$ cat src/core/spdrx_consts.vh
// Purpose: Constants for the receiver lock control and auxiliary TDM output
// Assumes: Registers are 1, 1 and 5 bits wide on a 16-bit bus and sit at their printed offsets
// Notes: Frame word layout is the buffer entry packing
`ifndef SPDRX_CONSTS_VH
`define SPDRX_CONSTS_VH

`define SPDRX_ADDR_W 16
`define SPDRX_DATA_W 16
`define SPDRX_OFS_RESUME 16'hF604
`define SPDRX_OFS_LOCKLOST 16'hF605
`define SPDRX_OFS_AUXCTRL 16'hF608
`define SPDRX_RST_RESUME 1'h0
`define SPDRX_RST_LOCKLOST 1'h0
`define SPDRX_RST_AUXCTRL 5'h00
`define SPDRX_AUXCTRL_W 5
`define SPDRX_SEL_MSB 3
`define SPDRX_SEL_P0 4'h1
`define SPDRX_SEL_P1 4'h2
`define SPDRX_SEL_P2 4'h4
`define SPDRX_SEL_P3 4'h8
`define SPDRX_PORTS 4

`define SPDRX_AUD_W 24
`define SPDRX_WORD_W 59
`define SPDRX_F_LAUD 58:35
`define SPDRX_F_RAUD 34:11
`define SPDRX_F_LPVUC 10:7
`define SPDRX_F_RPVUC 6:3
`define SPDRX_F_COMPR 2
`define SPDRX_F_ATYPE 1
`define SPDRX_F_BLK 0

`define SPDRX_CNT_W 8
`define SPDRX_SLOT_MSB 7
`define SPDRX_SLOT_LSB 5
`define SPDRX_BIT_MSB 4
`define SPDRX_SLOT_LAUD 3'h0
`define SPDRX_SLOT_LSTAT 3'h1
`define SPDRX_SLOT_TYPE 3'h2
`define SPDRX_SLOT_RAUD 3'h4
`define SPDRX_SLOT_RSTAT 3'h5
`define SPDRX_SLOT_BLK 3'h7

`endif

$ cat src/core/spdrx_lock_aux.v
// Purpose: Lock-loss mute control and eight-slot TDM auxiliary output
// Assumes: Decoded subframe pairs and lock arrive on clk_i; TDM clocks are pins
// Notes: TDM bit clock and frame sync are sampled, data changes on falling bclk
//
// The implementer's own choice: the address-and-strobe port.
`timescale 1ns/100ps
`include "spdrx_consts.vh"

module spdrx_lock_aux (
  input wire clk_i,
  input wire resetn_i,
  input wire [15:0] reg_addr_i,
  input wire [15:0] reg_wdata_i,
  input wire reg_wr_i,
  input wire reg_rd_i,
  output reg [15:0] reg_rdata_o,
  input wire lock_i,
  input wire in_valid_i,
  output wire in_ready_o,
  input wire [23:0] in_left_i,
  input wire [23:0] in_right_i,
  input wire [3:0] in_left_pvuc_i,
  input wire [3:0] in_right_pvuc_i,
  input wire in_compr_type_i,
  input wire in_audio_type_i,
  input wire in_block_start_i,
  output wire audio_mute_o,
  input wire tdm_bclk_i,
  input wire tdm_fsync_i,
  output reg [3:0] serial_data_out_pin_o
);

  reg resume_q;
  reg lock_lost_sticky_q;
  reg [`SPDRX_AUXCTRL_W-1:0] aux_ctrl_q;
  reg muted_q;
  reg lock_prev_q;
  reg locked_once_q;

  wire wr_resume;
  wire lock_fall;
  wire lock_rise;
  wire clr_sticky;

  assign wr_resume = reg_wr_i && (reg_addr_i == `SPDRX_OFS_RESUME);
  assign lock_fall = lock_prev_q && !lock_i;
  assign lock_rise = !lock_prev_q && lock_i;
  // Writing 1 clears, and so does a relock while resume is enabled
  assign clr_sticky = (wr_resume && reg_wdata_i[0]) || (resume_q && lock_rise);

  always @(posedge clk_i or negedge resetn_i)
  begin
    if (!resetn_i)
    begin
      resume_q <= `SPDRX_RST_RESUME;
      aux_ctrl_q <= `SPDRX_RST_AUXCTRL;
    end
    else if (reg_wr_i)
    begin
      if (reg_addr_i == `SPDRX_OFS_RESUME)
        resume_q <= reg_wdata_i[0];
      if (reg_addr_i == `SPDRX_OFS_AUXCTRL)
        aux_ctrl_q <= reg_wdata_i[`SPDRX_AUXCTRL_W-1:0];
    end
  end

  always @(posedge clk_i or negedge resetn_i)
  begin
    if (!resetn_i)
    begin
      lock_prev_q <= 1'b0;
      locked_once_q <= 1'b0;
      lock_lost_sticky_q <= `SPDRX_RST_LOCKLOST;
      muted_q <= 1'b0;
    end
    else
    begin
      lock_prev_q <= lock_i;
      if (lock_i)
        locked_once_q <= 1'b1;
      // A loss in the same cycle as a clear keeps the flag set
      if (lock_fall && locked_once_q)
        lock_lost_sticky_q <= 1'b1;
      else if (clr_sticky)
        lock_lost_sticky_q <= 1'b0;
      if (lock_fall)
        muted_q <= 1'b1;
      else if (resume_q && lock_i)
        muted_q <= 1'b0;
    end
  end

  assign audio_mute_o = muted_q || !lock_i;

  always @(posedge clk_i or negedge resetn_i)
  begin
    if (!resetn_i)
      reg_rdata_o <= 16'h0000;
    else if (reg_rd_i)
    begin
      case (reg_addr_i)
        `SPDRX_OFS_RESUME: reg_rdata_o <= {15'h0000, resume_q};
        `SPDRX_OFS_LOCKLOST: reg_rdata_o <= {15'h0000, lock_lost_sticky_q};
        `SPDRX_OFS_AUXCTRL: reg_rdata_o <= {11'h000, aux_ctrl_q};
        default: reg_rdata_o <= 16'h0000;
      endcase
    end
    else
      reg_rdata_o <= 16'h0000;
  end

  // Two-entry buffer between the decoder and the TDM serializer
  reg [`SPDRX_WORD_W-1:0] buf_mem [0:1];
  reg buf_wp_q;
  reg buf_rp_q;
  reg [1:0] buf_cnt_q;
  wire buf_push;
  wire buf_pop;
  wire buf_empty;
  wire [`SPDRX_WORD_W-1:0] in_word;
  reg frame_start;

  assign in_word = {in_left_i, in_right_i, in_left_pvuc_i, in_right_pvuc_i,
                    in_compr_type_i, in_audio_type_i, in_block_start_i};
  assign in_ready_o = (buf_cnt_q != 2'h2);
  assign buf_empty = (buf_cnt_q == 2'h0);
  assign buf_push = in_valid_i && in_ready_o;
  assign buf_pop = frame_start && !buf_empty;

  always @(posedge clk_i or negedge resetn_i)
  begin
    if (!resetn_i)
    begin
      buf_wp_q <= 1'b0;
      buf_rp_q <= 1'b0;
      buf_cnt_q <= 2'h0;
    end
    else
    begin
      if (buf_push)
        buf_wp_q <= ~buf_wp_q;
      if (buf_pop)
        buf_rp_q <= ~buf_rp_q;
      if (buf_push && !buf_pop)
        buf_cnt_q <= buf_cnt_q + 2'h1;
      else if (buf_pop && !buf_push)
        buf_cnt_q <= buf_cnt_q - 2'h1;
    end
  end

  always @(posedge clk_i)
  begin
    if (buf_push)
      buf_mem[buf_wp_q] <= in_word;
  end

  // Three-stage samplers for the TDM clocks, change taken when stages agree
  reg [2:0] bclk_s_q;
  reg [2:0] fsync_s_q;
  reg bclk_q;
  reg fsync_q;
  reg fsync_at_fall_q;

  always @(posedge clk_i or negedge resetn_i)
  begin
    if (!resetn_i)
    begin
      bclk_s_q <= 3'h0;
      fsync_s_q <= 3'h0;
      bclk_q <= 1'b0;
      fsync_q <= 1'b0;
    end
    else
    begin
      bclk_s_q <= {bclk_s_q[1:0], tdm_bclk_i};
      fsync_s_q <= {fsync_s_q[1:0], tdm_fsync_i};
      if (bclk_s_q[1] == bclk_s_q[2])
        bclk_q <= bclk_s_q[2];
      if (fsync_s_q[1] == fsync_s_q[2])
        fsync_q <= fsync_s_q[2];
    end
  end

  wire bclk_fall;
  assign bclk_fall = bclk_q && (bclk_s_q[1] == bclk_s_q[2]) && !bclk_s_q[2];

  always @*
  begin
    frame_start = bclk_fall && fsync_q && !fsync_at_fall_q;
  end

  // Frame being sent and position within it
  reg [`SPDRX_WORD_W-1:0] cur_q;
  reg cur_mute_q;
  reg [`SPDRX_CNT_W-1:0] bit_cnt_q;
  wire [`SPDRX_CNT_W-1:0] next_cnt;
  wire [`SPDRX_WORD_W-1:0] next_word;

  assign next_cnt = frame_start ? {`SPDRX_CNT_W{1'b0}} : bit_cnt_q + 8'h01;
  // An empty buffer sends an all-zero frame rather than stale data
  assign next_word = frame_start ? (buf_empty ? {`SPDRX_WORD_W{1'b0}} : buf_mem[buf_rp_q])
                                 : cur_q;

  function [31:0] slot_word;
    input [2:0] slot;
    input [`SPDRX_WORD_W-1:0] w;
    input mute;
    reg [23:0] la;
    reg [23:0] ra;
    begin
      la = mute ? 24'h000000 : w[`SPDRX_F_LAUD];
      ra = mute ? 24'h000000 : w[`SPDRX_F_RAUD];
      case (slot)
        `SPDRX_SLOT_LAUD: slot_word = {la, 8'h00};
        `SPDRX_SLOT_LSTAT: slot_word = {20'h00000, w[`SPDRX_F_LPVUC], 8'h00};
        `SPDRX_SLOT_TYPE: slot_word = {22'h000000, w[`SPDRX_F_COMPR],
                                       w[`SPDRX_F_ATYPE], 8'h00};
        `SPDRX_SLOT_RAUD: slot_word = {ra, 8'h00};
        `SPDRX_SLOT_RSTAT: slot_word = {20'h00000, w[`SPDRX_F_RPVUC], 8'h00};
        `SPDRX_SLOT_BLK: slot_word = {23'h000000, w[`SPDRX_F_BLK], 8'h00};
        default: slot_word = 32'h00000000;
      endcase
    end
  endfunction

  wire [31:0] next_slot;
  wire next_bit;
  wire next_mute;
  assign next_mute = frame_start ? audio_mute_o : cur_mute_q;
  assign next_slot = slot_word(next_cnt[`SPDRX_SLOT_MSB:`SPDRX_SLOT_LSB], next_word, next_mute);
  assign next_bit = next_slot[5'h1F - next_cnt[`SPDRX_BIT_MSB:0]];

  always @(posedge clk_i or negedge resetn_i)
  begin
    if (!resetn_i)
    begin
      fsync_at_fall_q <= 1'b0;
      bit_cnt_q <= {`SPDRX_CNT_W{1'b0}};
      cur_q <= {`SPDRX_WORD_W{1'b0}};
      cur_mute_q <= 1'b1;
    end
    else if (bclk_fall)
    begin
      fsync_at_fall_q <= fsync_q;
      bit_cnt_q <= next_cnt;
      cur_q <= next_word;
      cur_mute_q <= next_mute;
    end
  end

  // One-hot select in aux_ctrl_q[3:0], bit 4 ignored; any other value of those four bits keeps all ports quiet
  genvar gi;
  generate
    for (gi = 0; gi < `SPDRX_PORTS; gi = gi + 1)
    begin : g_port
      wire sel;
      assign sel = (aux_ctrl_q[`SPDRX_SEL_MSB:0] == (4'h1 << gi));
      always @(posedge clk_i or negedge resetn_i)
      begin
        if (!resetn_i)
          serial_data_out_pin_o[gi] <= 1'b0;
        else if (!sel)
          serial_data_out_pin_o[gi] <= 1'b0;
        else if (bclk_fall)
          serial_data_out_pin_o[gi] <= next_bit;
      end
    end
  endgenerate

endmodule // spdrx_lock_aux

$ cat config.mk
export PLATFORM = sky130hd
export DESIGN_NAME = spdrx_lock_aux
export DESIGN_NICKNAME = d
export VERILOG_FILES = /design/src/core/spdrx_lock_aux.v
export VERILOG_INCLUDE_DIRS = /design/src /design/src/core
export SDC_FILE = /design/constraint.sdc
export NUM_CORES = 1
export LEC_CHECK = 0
export CAP_MARGIN = 20
export CORE_MARGIN = 5
export CORE_UTILIZATION = 63
export DETAILED_ROUTE_END_ITERATION = 10
export DONT_BUFFER_PORTS = 1
export HOLD_SLACK_MARGIN = 0.12
export PLACE_DENSITY_LB_ADDON = 0.15
export SYNTH_ARGS = -nofsm -noshare
export SYNTH_HDL_FRONTEND = slang
export SYNTH_SLANG_ARGS = --single-unit
$ cat constraint.sdc
create_clock -name clk_i -period 4.3 [get_ports clk_i]
set_clock_uncertainty 0.2 [all_clocks]
set_input_delay 0.43 -clock clk_i [delete_from_list [all_inputs] [get_ports clk_i]]
set_output_delay 0.43 -clock clk_i [all_outputs]
set_load 0.03 [all_outputs]
Word-level counts from Yosys, hierarchy flattened:

Memory sizes are Yosys's and may differ from the RTL's.
Cells that the tools add are included.
Widths: inputs -> output; s select.

* add/subtract/negate cells: 4
* magnitude comparators: 1
* equal/unequal tests: 19
* multiplexer cells: 24
* bitwise logic cells: 2
* reductions and logical operators: 31

Operator list (number)
* $pmux 32 s6: 1
* $mux 59: 2
* $eq 16x16->1 const B: 3
* $mux 24: 2
* $mux 16: 1
* $logic_and 1x1->1: 15
* $pmux 5 s3: 1
* $mux 1: 13
* $ne 2x2->1 const B: 5
* $eq 3x3->1 const B: 3
* $add 8x1->8 const B: 1
* $mux 8: 1
* $logic_not 1->1: 7
* $lt 5x6->1 const B: 1
* $reduce_bool 2->1: 3
* $bmux 1 s5: 1
* $sub 5x5->5 const A: 1
* $eq 4x1->1 const B: 1
* $eq 4x2->1 const B: 1
* $eq 4x3->1 const B: 1
* $eq 4x4->1 const B: 1
* $mux 2: 2
* $reduce_and 2->1: 2
* $eq 3x1->1 const B: 1
* 8 further kinds: 11

* register bits: 111
* RAM bits: 118
* bits of input ports: 99
* word-level logic and storage cells: 104
* memories kept: 1

Memories
* buf_mem: depth 2, width 59, read ports 1, clocked after Yosys merged registers in 0, write ports 1, RTL line spdrx_lock_aux.v:113 `` reg [`SPDRX_WORD_W-1:0] buf_mem [0:1]; ``

Depth between registers and ports, before layout:

* depth in word-level cells: 12
* depth in mapped cells: 12
* gate-level depth less buffers: 10

Least setup slack after synthesis:

Ideal clock, no wire load.

* path kind: register to register
* start: register buf_cnt_q[0]
* end: memory buf_mem[0][0] (netlist bit) (enable)
* setup time: 0.476 ns
* data arrival time: 3.368 ns
* slack: 0.256 ns
* cell stages (with the launch flop): 4
* buffers on the path: 0
* clock period less this slack: 4.044 ns
* cell sequence: dfrtp_1 nand2b_1 nand2_1 nor2_1

* word-level cells in the longest chain between the ends: 4

RTL lines
* from (decl): RTL line spdrx_lock_aux.v:116 `reg [1:0] buf_cnt_q;`
* from (signal assigned): RTL line spdrx_lock_aux.v:145 `buf_cnt_q <= buf_cnt_q + 2'h1;`
* from (signal assigned): RTL line spdrx_lock_aux.v:147 `buf_cnt_q <= buf_cnt_q - 2'h1;`
* $ne 2x2->1: RTL line spdrx_lock_aux.v:125 `assign in_ready_o = (buf_cnt_q != 2'h2);`
* via in_ready_o: RTL line spdrx_lock_aux.v:19 `output wire in_ready_o,`
* $logic_and 1x1->1: RTL line spdrx_lock_aux.v:127 `assign buf_push = in_valid_i && in_ready_o;`
* $mux 1: RTL line spdrx_lock_aux.v:153 `if (buf_push)`
* $mux 1 (not written as such): RTL line spdrx_lock_aux.v:154 `buf_mem[buf_wp_q] <= in_word;`
* to (decl): RTL line spdrx_lock_aux.v:113

The timed path passes the listed nets, and every way through them passes these cells.

Final worst setup path:

* start: register bit_cnt_q[1]
* end: register serial_data_out_pin_o[3]

* word-level cells in the longest chain between the ends: 8

RTL lines
* from (decl): RTL line spdrx_lock_aux.v:195 `` reg [`SPDRX_CNT_W-1:0] bit_cnt_q; ``
* from (signal assigned): RTL line spdrx_lock_aux.v:238 `` bit_cnt_q <= {`SPDRX_CNT_W{1'b0}}; ``
* from (signal assigned): RTL line spdrx_lock_aux.v:245 `bit_cnt_q <= next_cnt;`
* $add 8x1->8 (*): RTL line spdrx_lock_aux.v:199 `` assign next_cnt = frame_start ? {`SPDRX_CNT_W{1'b0}} : bit_cnt_q + 8'h01; ``
* $mux 8 (*): RTL line spdrx_lock_aux.v:199
* branches (longest 2 deep; another with $sub 5x5->5)
* $bmux 1 s5 (*): RTL line spdrx_lock_aux.v:231 `` assign next_bit = next_slot[5'h1F - next_cnt[`SPDRX_BIT_MSB:0]]; ``
* $mux 1 (*): RTL line spdrx_lock_aux.v:231
* $mux 1 (*): RTL line spdrx_lock_aux.v:264 `else if (bclk_fall)`
* $mux 1 (*): RTL line spdrx_lock_aux.v:262 `else if (!sel)`
* to (signal, indexed assignment): RTL line spdrx_lock_aux.v:265 `serial_data_out_pin_o[gi] <= next_bit;`
* to (decl): RTL line spdrx_lock_aux.v:30 `output reg [3:0] serial_data_out_pin_o`

Mark *: on every way between the ends. The select of a mux whose other input is x is not followed.
A chain may end at the register's enable or synchronous reset.

==> results.json <==
{
  "fin_cells": 976,
  "grt_max_degree": 101,
  "cp-startpoint": "bit_cnt_q[1]",
  "grt_pass1_vias": 6166,
  "post_route_cells_drive_above_1_share_pct": 11.0,
  "yosysUniqueCellTypes": 79,
  "synth_flop_cell": "edfxtp_1",
  "cts-buffers-inserted": 23,
  "power.density_nw_per_um2": 616,
  "cts_setup_buffers": 0,
  "cp_max_fo": 11,
  "postCtsResizedCells": 0,
  "wire_per_inst_um": 21.6,
  "cts_hold_buffers": 79,
  "routed-via-count": 5937,
  "clock_latency_ps": 520,
  "min_path_type": "in -> reg",
  "core-area_um2": 14500,
  "gp_congestion": 0.902,
  "detail-route-antenna-nets": 0,
  "clock_sinks": 218,
  "portBuffers": 0,
  "dpl.cell_count": 855,
  "maxCapViolations": 0,
  "top_level_ports": 121,
  "finalHoldViolCount": 0,
  "power.share.switching_pct": 31.9,
  "antenna_cells": 0,
  "clk_pin_slew_ps": 60,
  "die-area_um2": 17300,
  "worstSetupPathType": "reg -> reg",
  "vdd_drop_max_uv": 490,
  "firstDrtPassIters": 5,
  "ys_ff_latch": 218,
  "clk_path_buf_depth": 3,
  "yosys_warnings": 0,
  "start_util_pct": 64.1,
  "syn_inst": 703,
  "grt_pass1_wl_um": 33800,
  "final_net_count": 876,
  "htreeDepth": 1,
  "die_w_um": 132,
  "synth_compound_area_share_pct": 11.8,
  "clockPowerShare_pct": 28.6,
  "cp-end-kind": "flop",
  "leakagePower_nw": 4.33,
  "ys_seq_area_share_pct": 64.9,
  "critPathArrivalTime_ps": 3790,
  "p_comb_share_pct": 24.5,
  "clock.fmax_ghz": 0.276,
  "std_cell_rows": 44,
  "synth_xor_area_share_pct": 1.22,
  "synth_top_family_by_area": "compound AO/OA/AOI/OAI gates",
  "drc": 0,
  "tightest_slew_ps": 809,
  "cts_tree": "done",
  "root_buffer": "clkbuf_16",
  "critPathRequiredTime_ps": 4470,
  "setup-tns-final_ps": 0,
  "layout_commonest_cell": "edfxtp_1",
  "setup_viol": 0,
  "r2r-start": "bit_cnt_q[1]",
  "wl_um": 21100,
  "power_frac_seq_pct": 46.9,
  "dp_hpwl_um": 13200,
  "synthAdderAreaFrac_pct": 0.483,
  "die_y_um": 132,
  "grt_overflow": 0,
  "fin_crit_sh_pct": 84.2,
  "n_fill_cell": 857,
  "final_cell_mix": "edfxtp_1 (118), dfrtp_1 (98), nand2_1 (90)",
  "report.final.slew_viol_count": 0,
  "synth_area_um2": 9320,
  "viasPerCell": 6.08,
  "drtIter0Drc": 494,
  "p_int_mw": 4.61,
  "p_switching_mw": 2.16,
  "rsz0062_at_grt": "false",
  "area_growth_pct": 17.8,
  "grtUsageTotal_pct": 24.1,
  "muxShareOfSynthArea_pct": 8.57,
  "relSlewSlack_pct": 45.9,
  "synthArstFlopShare_pct": 45.9,
  "synthSimpleGateAreaFrac_pct": 9.68,
  "antenna_found_initial": 0,
  "hp-start": "reg_wr_i",
  "synth-edff-count": 118,
  "outcome": "complete, no violations",
  "finalCriticalPeriod_ps": 3620,
  "critPathLaunchType": "flop",
  "synth.avg_cell_area_um2": 13.3
}
[flip-flops by register name (all words and copies together), names as in the netlist]
register / count
bit_cnt_q: 8
buf_wp_q: 1
bclk_q: 1
fsync_at_fall_q: 1
reg_rdata_o: 5
cur_q: 59
locked_once_q: 1
buf_mem: 118
fsync_s_q: 3
aux_ctrl_q: 5
resume_q: 1
buf_rp_q: 1
buf_cnt_q: 2
lock_lost_sticky_q: 1
muted_q: 1
bclk_s_q: 3
cur_mute_q: 1
fsync_q: 1
lock_prev_q: 1
serial_data_out_pin_o: 4
[worst max-delay path: stages (launching register included)]
cell and delay [ps]:
dfrtp_1 510, ha_1 500, or3_1 190, a211oi_2 70, or3_1 450, a2111oi_0 480
a2111oi_1 120, a31oi_1 290, a41oi_2 80, nor4b_4 450, nor2_1 120
[path summary, 6_finish.rpt]
check	cells past startpoint	slack (ps)	to
max in group asynchronous	2	3160	cur_q[38]
setup / recovery	10	680	serial_data_out_pin_o[3]
min in group asynchronous	2	330	lock_lost_sticky_q
hold / removal	3	130	aux_ctrl_q[0]
hold reg to reg	0	150	bclk_s_q[1]
setup reg to reg	10	680	serial_data_out_pin_o[3]
[cells by family after synthesis]
| group | Yosys count |
|---|---|
| mux | 78 |
| flops | 218 |
| compound gates | 144 |
| xor+xnor | 13 |
| fa+ha+maj | 4 |
| simple gates | 184 |
| buf+inv | 61 |
| other cells | 1 |
[area by class of cell]
class	instances	area [µm²]	area share (%)
multi-input cells	434	3020	27.5
inverters	9	33.8	0.308
clock buffers	35	671	6.11
well taps	184	230	2.10
clock inverters	7	76.3	0.695
flip-flops and latches	218	6050	55.1
repair buffers	89	896	8.16
[power groups by stage]
stage / combinational, mW / sequential (mW) / clock (mW)
floorplan: 1.25 / 3.03 / 0
global placement: 1.52 / 3.18 / 0
detailed placement: 1.56 / 3.21 / 0
CTS: 1.65 / 3.17 / 1.95
global route: 1.82 / 3.23 / 2.06
finish: 1.66 / 3.17 / 1.94
[synth_stat cells, types with 5 or more instances]
cell	instances	area (µm²)
nor2_1	28	105
mux2_2	14	158
xnor2_1	9	78.8
nor3_1	7	35.0
mux2i_1	64	641
buf_2	12	60.1
inv_1	9	33.8
nand2_1	91	342
clkbuf_1	21	78.8
and2_1	5	31.3
o21ai_0	28	140
dfrtp_1	99	2480
nand3_1	7	35.0
a21oi_1	8	40.0
buf_4	14	105
edfxtp_1	118	3540
nor2b_1	7	43.8
o31ai_1	50	375
[metrics by stage]
| step | total power [mW] | setup WS, ps | instance area (µm²) | util, % | hold slack (ps) |
|---|---|---|---|---|---|
| after detailed placement | 4.76 | 787 | 9430 | 64.9 | -63.0 |
| final | 6.77 | 680 | 11000 | 75.6 | 133 |
| after floorplan | 4.28 | 256 | 9360 | - | -65.6 |
| after global routing | 7.10 | 520 | 11000 | 75.6 | 160 |
| after global placement | 4.70 | 909 | 9430 | 64.9 | -63.2 |
| after CTS | 6.76 | 740 | 11000 | 75.6 | 126 |
[metal layers]
layer	part of all wire [%]	global-route usage, %	wire [µm]	vias up
met2	50	40.8	10500	203
met5	0	0	0	-
met1	43	32.9	8980	2939
met4	1.9	5.83	406	0
li1	-	-	-	2759
met3	5.6	4.32	1180	36
Power figures use the tool's default switching activity.
